--- src/verilog/acrc_regs.svh ---
// Timing counts and field positions shared by both ends of the converter readout link.
`ifndef ACRC_REGS_SVH
`define ACRC_REGS_SVH

`define ACRC_CLK_PERIOD_NS      25
`define ACRC_CONV_TIME_NS       6000
`define ACRC_CONV_CYCLES        ((`ACRC_CONV_TIME_NS) / (`ACRC_CLK_PERIOD_NS))
`define ACRC_SETTLE_TIME_NS     600
`define ACRC_SETTLE_CYCLES      (((`ACRC_SETTLE_TIME_NS) + (`ACRC_CLK_PERIOD_NS) - 1) / (`ACRC_CLK_PERIOD_NS))
`define ACRC_SCLK_HALF_NS       75
`define ACRC_SCLK_HALF_CYCLES   (((`ACRC_SCLK_HALF_NS) + (`ACRC_CLK_PERIOD_NS) - 1) / (`ACRC_CLK_PERIOD_NS))
`define ACRC_CONVERT_START_N_LOW_NS      100
`define ACRC_CONVERT_START_N_LOW_CYCLES  (((`ACRC_CONVERT_START_N_LOW_NS) + (`ACRC_CLK_PERIOD_NS) - 1) / (`ACRC_CLK_PERIOD_NS))
`define ACRC_FRAME_BITS         16
`define ACRC_LEAD_ZEROS         4
`define ACRC_RESULT_BITS        12
`define ACRC_MSB                11

`endif

--- src/verilog/acrc_link_if.sv ---
// Interface carrying convert-start, serial clock and serial data between host and converter.
`timescale 1ns/10ps
interface acrc_link_if;
	logic convert_start_n;     // Host-driven convert start, active low.
	logic serial_clk;          // Host-driven serial clock.
	logic serial_result_out;   // Converter data output value.
	logic serial_result_oe_n;  // Low while the converter drives data.
	// A released line reads high, as a board pull-up would hold it.
	wire  serial_result_line = serial_result_oe_n ? 1'b1 : serial_result_out;

	modport device (input convert_start_n, input serial_clk, output serial_result_out, output serial_result_oe_n);
	modport host   (output convert_start_n, output serial_clk, input serial_result_line);
endinterface : acrc_link_if

--- src/verilog/acrc_sync.sv ---
// Two-flop synchroniser for a single level from outside the clock domain.
`timescale 1ns/10ps
module acrc_sync (
	input  wire logic clk_sys,  // System clock.
	input  wire logic arst_n,   // Asynchronous reset, active low.
	input  wire logic rst_val,  // Reset value input, unused; both stages reset low.
	input  wire logic async_in, // Asynchronous level.
	output logic      sync_out  // Synchronised level.
);
	logic stage1;
	logic next_stage1;
	logic next_sync_out;

	// The first stage feeds only the second stage.
	always_comb begin
		next_stage1   = async_in;
		next_sync_out = stage1;
	end

	// Both stages reset low; the converter feeds levels whose idle value is low, while the host's data line idles high.
	always_ff @(posedge clk_sys or negedge arst_n) begin
		if (!arst_n) begin
			stage1   <= 1'b0;
			sync_out <= 1'b0;
		end else begin
			stage1   <= next_stage1;
			sync_out <= next_sync_out;
		end
	end

	logic unused_rst_val;
	assign unused_rst_val = rst_val;
endmodule : acrc_sync

--- src/verilog/acrc_device.sv ---
// Converter end: conversion timing, output register and serial readout shift logic.
`timescale 1ns/10ps
`include "acrc_regs.svh"
// Summary of operation
// [RL1] Convert-start rising edge holds sample, starts conversion.
// [RL2] Conversion ends 6 us later; tracking resumes.
// [RL3] Result loaded into output register at 6 us.
// [RL4] Host leaves 600 ns after read.
// [RL5] Host gives exactly sixteen clock pulses.
// [RL6] After sixteenth pulse reset shifter, three-state.
// [RL7] Extra pulses keep advancing the shifter.
// [RL8] Convert-start falling edge resets the shifter.
// [RL9] Host reads never straddle convert-start falling edge.
// [RL10] Bipolar variants output two's complement codes.
// [RL11] Unipolar variants output straight binary codes.
// [RL12] Bipolar zero crossing between all-ones and zero.
// [RL13] Host avoids reads during conversion for accuracy.
// [RL14] No conversion-complete output is provided.
// [RL15] Reads during conversion still deliver valid data.
// [RL16] Serial clock no faster than 8.33 MHz.
// [RL17] Host may use square-wave convert-start status.
// [RL18] Convert-start duty cycle may be unequal.
// [RL19] Host may wait 6 us after narrow pulse.
// [RL20] Shift four zeros then result MSB first.
// [RL21] Defer output load until read ends.
// [RL22] Host holds serial clock low at convert-start fall.
// [RL23] Conversion timed by internal counter, not serial clock.
module acrc_device (
	input  wire logic          clk_sys,       // Internal conversion oscillator.
	input  wire logic          arst_n,        // Asynchronous reset, active low.
	acrc_link_if.device        link,          // Link to the host.
	input  wire logic          bipolar,       // High selects two's complement coding.
	input  wire logic [11:0]   sample_code,   // Straight binary code from the analog core.
	output logic               sample_hold,   // High while the sample stage holds.
	output logic               converting     // High during a conversion.
);
	logic        cs_sync;
	logic        sck_sync;
	logic        cs_prev;
	logic        sck_prev;
	logic [7:0]  conv_cnt;
	logic [11:0] out_reg;
	logic [11:0] held_code;
	logic [4:0]  bit_cnt;
	logic        load_pend;
	logic        dout;
	logic        dout_oe_n;
	logic        next_sample_hold;
	logic        next_converting;
	logic [7:0]  next_conv_cnt;
	logic [11:0] next_out_reg;
	logic [11:0] next_held_code;
	logic [4:0]  next_bit_cnt;
	logic        next_load_pend;
	logic        next_dout;
	logic        next_dout_oe_n;
	logic        cs_rise;
	logic        cs_fall;
	logic        sck_rise;
	logic        sck_fall;
	logic        reading;
	logic        conv_done;
	logic [11:0] coded;

	// ------------------------------------------------------------
	// Link input synchronisers
	// ------------------------------------------------------------
	// Convert start enters inverted, so its idle level equals the reset level.
	// Otherwise reset release would look like a fall and then a rise.
	acrc_sync u_sync_cs (
		.clk_sys  (clk_sys),
		.arst_n   (arst_n),
		.rst_val  (1'b0),
		.async_in (~link.convert_start_n),
		.sync_out (cs_sync)
	);
	acrc_sync u_sync_sck (
		.clk_sys  (clk_sys),
		.arst_n   (arst_n),
		.rst_val  (1'b0),
		.async_in (link.serial_clk),
		.sync_out (sck_sync)
	);

	// Edge detection on the synchronised link levels; cs_sync is high while the pin is low.
	always_comb begin
		cs_rise  = ~cs_sync & cs_prev;
		cs_fall  = cs_sync & ~cs_prev;
		sck_rise = sck_sync & ~sck_prev;
		sck_fall = ~sck_sync & sck_prev;
		// A read is in progress once a pulse was seen and sixteen are not yet done.
		reading  = (bit_cnt != 5'h00) && (bit_cnt != 5'h10);
	end

	// ------------------------------------------------------------
	// Output coding
	// ------------------------------------------------------------
	// [RL10] [RL12] two's complement: invert MSB of offset binary.
	// [RL11] straight binary passes through.
	always_comb begin
		coded = bipolar ? {~sample_code[11], sample_code[10:0]} : sample_code;
	end

	// ------------------------------------------------------------
	// Conversion timer and output register
	// ------------------------------------------------------------
	// The timer runs on the system clock only, so a stopped serial clock cannot stall it.
	always_comb begin
		next_sample_hold = sample_hold;
		next_converting  = converting;
		next_conv_cnt    = conv_cnt;
		next_held_code   = held_code;
		next_out_reg     = out_reg;
		next_load_pend   = load_pend;
		conv_done        = 1'b0;
		// [RL1] start on rising edge
		if (cs_rise && !converting) begin
			next_sample_hold = 1'b1;
			next_converting  = 1'b1;
			next_conv_cnt    = 8'h00;
			next_held_code   = coded;
		end else if (converting) begin
			// [RL23] internal counter timing
			if (conv_cnt == 8'(`ACRC_CONV_CYCLES - 1)) begin
				conv_done = 1'b1;
				// [RL2] back to tracking
				next_converting  = 1'b0;
				next_sample_hold = 1'b0;
			end else begin
				next_conv_cnt = conv_cnt + 8'h01;
			end
		end
		// [RL3] [RL15] load result at end
		if (conv_done) begin
			// [RL21] defer while reading
			if (reading) begin
				next_load_pend = 1'b1;
			end else begin
				next_out_reg = held_code;
			end
		end
		// [RL21] deferred load on read end
		if (load_pend && ((sck_fall && bit_cnt == 5'h10) || cs_fall || !reading)) begin
			next_out_reg   = held_code;
			next_load_pend = 1'b0;
		end
	end

	// ------------------------------------------------------------
	// Serial shift logic
	// ------------------------------------------------------------
	always_comb begin
		next_bit_cnt   = bit_cnt;
		next_dout      = dout;
		next_dout_oe_n = dout_oe_n;
		// [RL8] reset on falling edge
		if (cs_fall && !sck_sync) begin
			next_bit_cnt   = 5'h00;
			next_dout      = 1'b0;
			next_dout_oe_n = 1'b1;
		end else if (sck_rise) begin
			// [RL20] zeros then MSB first
			next_dout_oe_n = 1'b0;
			if (bit_cnt[3:0] < 4'(`ACRC_LEAD_ZEROS)) begin
				next_dout = 1'b0;
			end else begin
				next_dout = out_reg[4'(`ACRC_MSB + `ACRC_LEAD_ZEROS) - bit_cnt[3:0]];
			end
			// [RL7] extra pulses advance on
			next_bit_cnt = (bit_cnt == 5'h10) ? 5'h01 : {1'b0, bit_cnt[3:0]} + 5'h01;
		end else if (sck_fall && bit_cnt == 5'h10) begin
			// [RL6] three-state after sixteenth
			next_dout_oe_n = 1'b1;
			next_dout      = 1'b0;
		end
	end

	// Registers for both groups; a stopped frame leaves data driven, as extra pulses imply.
	always_ff @(posedge clk_sys or negedge arst_n) begin
		if (!arst_n) begin
			cs_prev     <= 1'b0;
			sck_prev    <= 1'b0;
			sample_hold <= 1'b0;
			converting  <= 1'b0;
			conv_cnt    <= 8'h00;
			held_code   <= 12'h000;
			out_reg     <= 12'h000;
			load_pend   <= 1'b0;
			bit_cnt     <= 5'h00;
			dout        <= 1'b0;
			dout_oe_n   <= 1'b1;
		end else begin
			cs_prev     <= cs_sync;
			sck_prev    <= sck_sync;
			sample_hold <= next_sample_hold;
			converting  <= next_converting;
			conv_cnt    <= next_conv_cnt;
			held_code   <= next_held_code;
			out_reg     <= next_out_reg;
			load_pend   <= next_load_pend;
			bit_cnt     <= next_bit_cnt;
			dout        <= next_dout;
			dout_oe_n   <= next_dout_oe_n;
		end
	end

	// [RL14] no completion output
	assign link.serial_result_out  = dout;
	assign link.serial_result_oe_n = dout_oe_n;
endmodule : acrc_device

--- src/flat_wrapper.sv ---
// flat-port wrapper written by rule: the top's interface ports become plain ports
module acrc_device_flat 
  (clk_sys, arst_n, bipolar, sample_code, sample_hold, converting, link_convert_start_n, link_serial_clk, link_serial_result_out, link_serial_result_oe_n);
  acrc_link_if link_i ();
  input  wire logic clk_sys;
  input  wire logic arst_n;
  input  wire logic bipolar;
  input  wire logic [11:0] sample_code;
  output logic sample_hold;
  output logic converting;
  input wire logic [$bits(link_i.convert_start_n)-1:0] link_convert_start_n;
  input wire logic [$bits(link_i.serial_clk)-1:0] link_serial_clk;
  output wire logic [$bits(link_i.serial_result_out)-1:0] link_serial_result_out;
  output wire logic [$bits(link_i.serial_result_oe_n)-1:0] link_serial_result_oe_n;
  assign link_i.convert_start_n = link_convert_start_n;
  assign link_i.serial_clk = link_serial_clk;
  assign link_serial_result_out = link_i.serial_result_out;
  assign link_serial_result_oe_n = link_i.serial_result_oe_n;
  acrc_device u_core (.clk_sys(clk_sys), .arst_n(arst_n), .link(link_i), .bipolar(bipolar), .sample_code(sample_code), .sample_hold(sample_hold), .converting(converting));
endmodule
--- config.mk ---
export PLATFORM = sky130hd
export DESIGN_NAME = acrc_device_flat
export DESIGN_NICKNAME = d
export VERILOG_FILES = /design/src/verilog/acrc_link_if.sv /design/src/verilog/acrc_sync.sv /design/src/verilog/acrc_device.sv /design/src/flat_wrapper.sv
export VERILOG_INCLUDE_DIRS = /design/src /design/src/verilog
export SDC_FILE = /design/constraint.sdc
export NUM_CORES = 1
export LEC_CHECK = 0
export ABC_AREA = 0
export BUFFER_PORTS_ARGS = -buffer_cell sky130_fd_sc_hd__buf_2
export CAP_MARGIN = 20
export CORE_MARGIN = 1
export CORE_UTILIZATION = 52
export CTS_CLUSTER_DIAMETER = 40
export DETAILED_ROUTE_END_ITERATION = 8
export PLACE_DENSITY = 0.84
export SKIP_LAST_GASP = 1
export SLEW_MARGIN = 20
export SYNTH_ARGS = -nofsm -noshare
export SYNTH_HDL_FRONTEND = slang
export SYNTH_HIERARCHICAL = 1
export SYNTH_SLANG_ARGS = --single-unit
--- constraint.sdc ---
create_clock -name clk_sys -period 1.8 [get_ports clk_sys]
set_input_delay 0.18 -clock clk_sys [delete_from_list [all_inputs] [get_ports clk_sys]]
set_output_delay 0.18 -clock clk_sys [all_outputs]
set_load 0.01 [all_outputs]
==> impl_metrics.tcl <==
set metrics [dict create \
    core-area_um2 3799 \
    grt_max_degree 28 \
    hp-class "input pin to register" \
    hold_start "sample_code[9]" \
    required_ns 1.98 \
    die_h_um 66.17 \
    relSlewSlack_pct 56.65 \
    diodes 0 \
    placedInstanceArea_um2 2361 \
    setup_slack_ns 0.01074 \
    detailed_place_hpwl_mm 2.798 \
    cpMaxStageDelayCell "dfrtp_1" \
    powerDensity_nw_per_um2 1070 \
    setup_viol 0 \
    io_pins 21 \
    routedWlPerCell_um 14.65 \
    grt-ovfl-total 0 \
    firstDrtPassIters 4 \
    fin_setup_tns_ns 0 \
    hold_end "u_core/held_code[9]$_DFFE_PN0N_" \
    tightest_slew_ns 0.6487 \
    peakVddDrop_mv 0.8228 \
    r2r-end "u_core/out_reg[10]$_DFFE_PN0P_" \
    end_kind "register" \
    p_leak_nw 1.206 \
    finalInstanceArea_um2 2566 \
    drt_iter0_markers 72 \
    cts_tree "done" \
    viasPerCell 5.368 \
    finalHoldViolCount 0 \
    syn_to_final_growth_pct 19.87 \
    drcViolationCount 0 \
    avgSynthCellArea_um2 10.98 \
    period_share_pct 99.40 \
    die_w_um 66.17 \
    finClkSkew_ns 0.004250 \
    antenna_found_initial 0 \
    vias 1503 \
    fillers 275 \
    crit_fanout 6 \
    drive_gt1_share_pct 28.88 \
    cts_buffers 5 \
    clock_sinks 48 \
    synth_area_um2 2141 \
    ctsLongestPathBuffers 2 \
    ff_latch_area_um2 1202 \
    dp_slack_ns -0.02281 \
    path_cells "ha_2 -> nand4_1 -> nor2_4 -> o2bb2ai_4 -> buf_12 -> mux2_2" \
    rr_worst_depth 6 \
    dieArea_um2 4378 \
    crit_path_max_incr_delay_ns 0.40 \
    crit_type "register to register" \
    arrival_ns 1.97 \
    nNetsFinal 251 \
    reg2reg_slack_ns 0.01 \
    postRouteAntennaNets 0 \
    start_kind "register" \
    status "completed" \
    numPortBuffers 20 \
    start_util_pct 56.36 \
    slew_violations 0 \
    hold_depth 3 \
    fin_cells 280 \
    insertion_delay_ns 0.29 \
    synth_fp_nets 215 \
    yosys_warnings 6 \
    rsz0062_at_grt "yes" \
    gp_congestion 0.8042 \
    period_needed_ns 1.789 \
    grt_pass1_vias 1504 \
    grt_usage_pct 21.70 \
    wirelength_mm 4.103 \
    clk_pin_slew_ns 0.08 \
    root_buffer "clkbuf_8" \
    dp_cells 264 \
    clock.fmax_mhz 558.9 \
    num_rows 22 \
    reg2reg_from "u_core/conv_cnt[0]$_DFFE_PN0P_" \
    grt_pass1_wl_mm 6.941 \
    cap_viol_max_count 0 \
    synthCells 195 \
    cts.htree.levels 2 \
    multi_input_area_um2 903.4 \
]
## cells in the final DEF, fill, tap and decap left out, types with 2 or more instances in the layout
cell type and instances:
dfrtp_1 47, nand2_1 44, buf_2 20, o21ai_0 11
nor2_1 10, mux2_4 10, buf_4 10, nand3_1 9
clkbuf_8 6, inv_1 5, a21oi_1 5, dlygate4sd3_1 3
mux2i_1 3, mux2_2 3, o211ai_1 3, o31ai_1 3
xnor2_1 3, clkbuf_1 2, nand4_1 2, a21o_1 2
buf_12 2
## layout make-up
cell class / instances / area share (%)
inverter: 7 / 1.121
tap: 48 / 2.340
multi-input combinational: 132 / 35.20
sequential: 48 / 46.86
clock buffer: 8 / 3.510
timing repair buffer: 37 / 10.97
## worst max-delay path: cells and delay by family (launching register included)
kind | cells | cell delay, ns
AND/OR/NAND/NOR | 2 | 0.43
AO/OA/AOI/OAI | 1 | 0.16
buffers and inverters | 1 | 0.15
flip-flops | 1 | 0.40
adder cells (fa/ha/maj) | 1 | 0.21
multiplexers | 1 | 0.33
## worst max-delay path by stage
stage	end	slack (ns)	cells past startpoint	from
6_report	u_core/out_reg[10]$_DFFE_PN0P_	0.01	6	u_core/conv_cnt[0]$_DFFE_PN0P_
2_1_floorplan	u_core/out_reg[0]$_DFFE_PN0P_	0.008	8	u_core/bit_cnt[0]$_DFFE_PN0P_
3_3_place_gp	u_core/out_reg[10]$_DFFE_PN0P_	0.07	7	u_core/bit_cnt[0]$_DFFE_PN0P_
4_1_cts	u_core/out_reg[10]$_DFFE_PN0P_	0.03	7	u_core/bit_cnt[0]$_DFFE_PN0P_
3_5_place_dp	u_core/out_reg[10]$_DFFE_PN0P_	-0.02	7	u_core/bit_cnt[0]$_DFFE_PN0P_
5_1_grt	u_core/out_reg[10]$_DFFE_PN0P_	-0.05	6	u_core/conv_cnt[0]$_DFFE_PN0P_
## through the flow
step | hold slack [ns] | power [mW] | util (%)
2_1_floorplan | -0.1156 | 1.834 | -
3_3_place_gp | 0.1887 | 1.994 | 62.15
3_5_place_dp | 0.1850 | 2.038 | 62.15
4_1_cts | 0.005894 | 2.708 | 65.45
5_1_grt | 0.06121 | 2.935 | 67.56
6_report | 0.06927 | 2.746 | 67.56
## per-layer routing
metal | vias up | routed length [um] | global-route usage, %
met4 | 0 | 83 | 8.245
li1 | 740 | - | -
met1 | 729 | 1816 | 27.59
met3 | 9 | 110 | 4.655
met5 | - | 0 | 0
met2 | 25 | 2093 | 36.22
## what timing repair did
| item | 4_1_cts | 5_1_grt |
|---|---|---|
| pin swaps | 0 | 1 |
| setup endpoints to repair | 2 | 12 |
| endpoints found under the hold margin | 21 | 1 |
| hold buffers | 2 | 1 |
| gates resized for setup | 0 | 6 |
| setup buffers | 2 | 2 |
| cloned | 0 | 1 |
## report_power, final
group / leakage [nW] / total, mW / internal [mW] / switching, mW
clock network: 0.0455 / 0.643 / 0.314 / 0.329
logic: 0.544 / 0.649 / 0.319 / 0.330
registers: 0.616 / 1.45 / 1.29 / 0.163
(Power assumes the default switching activity.)
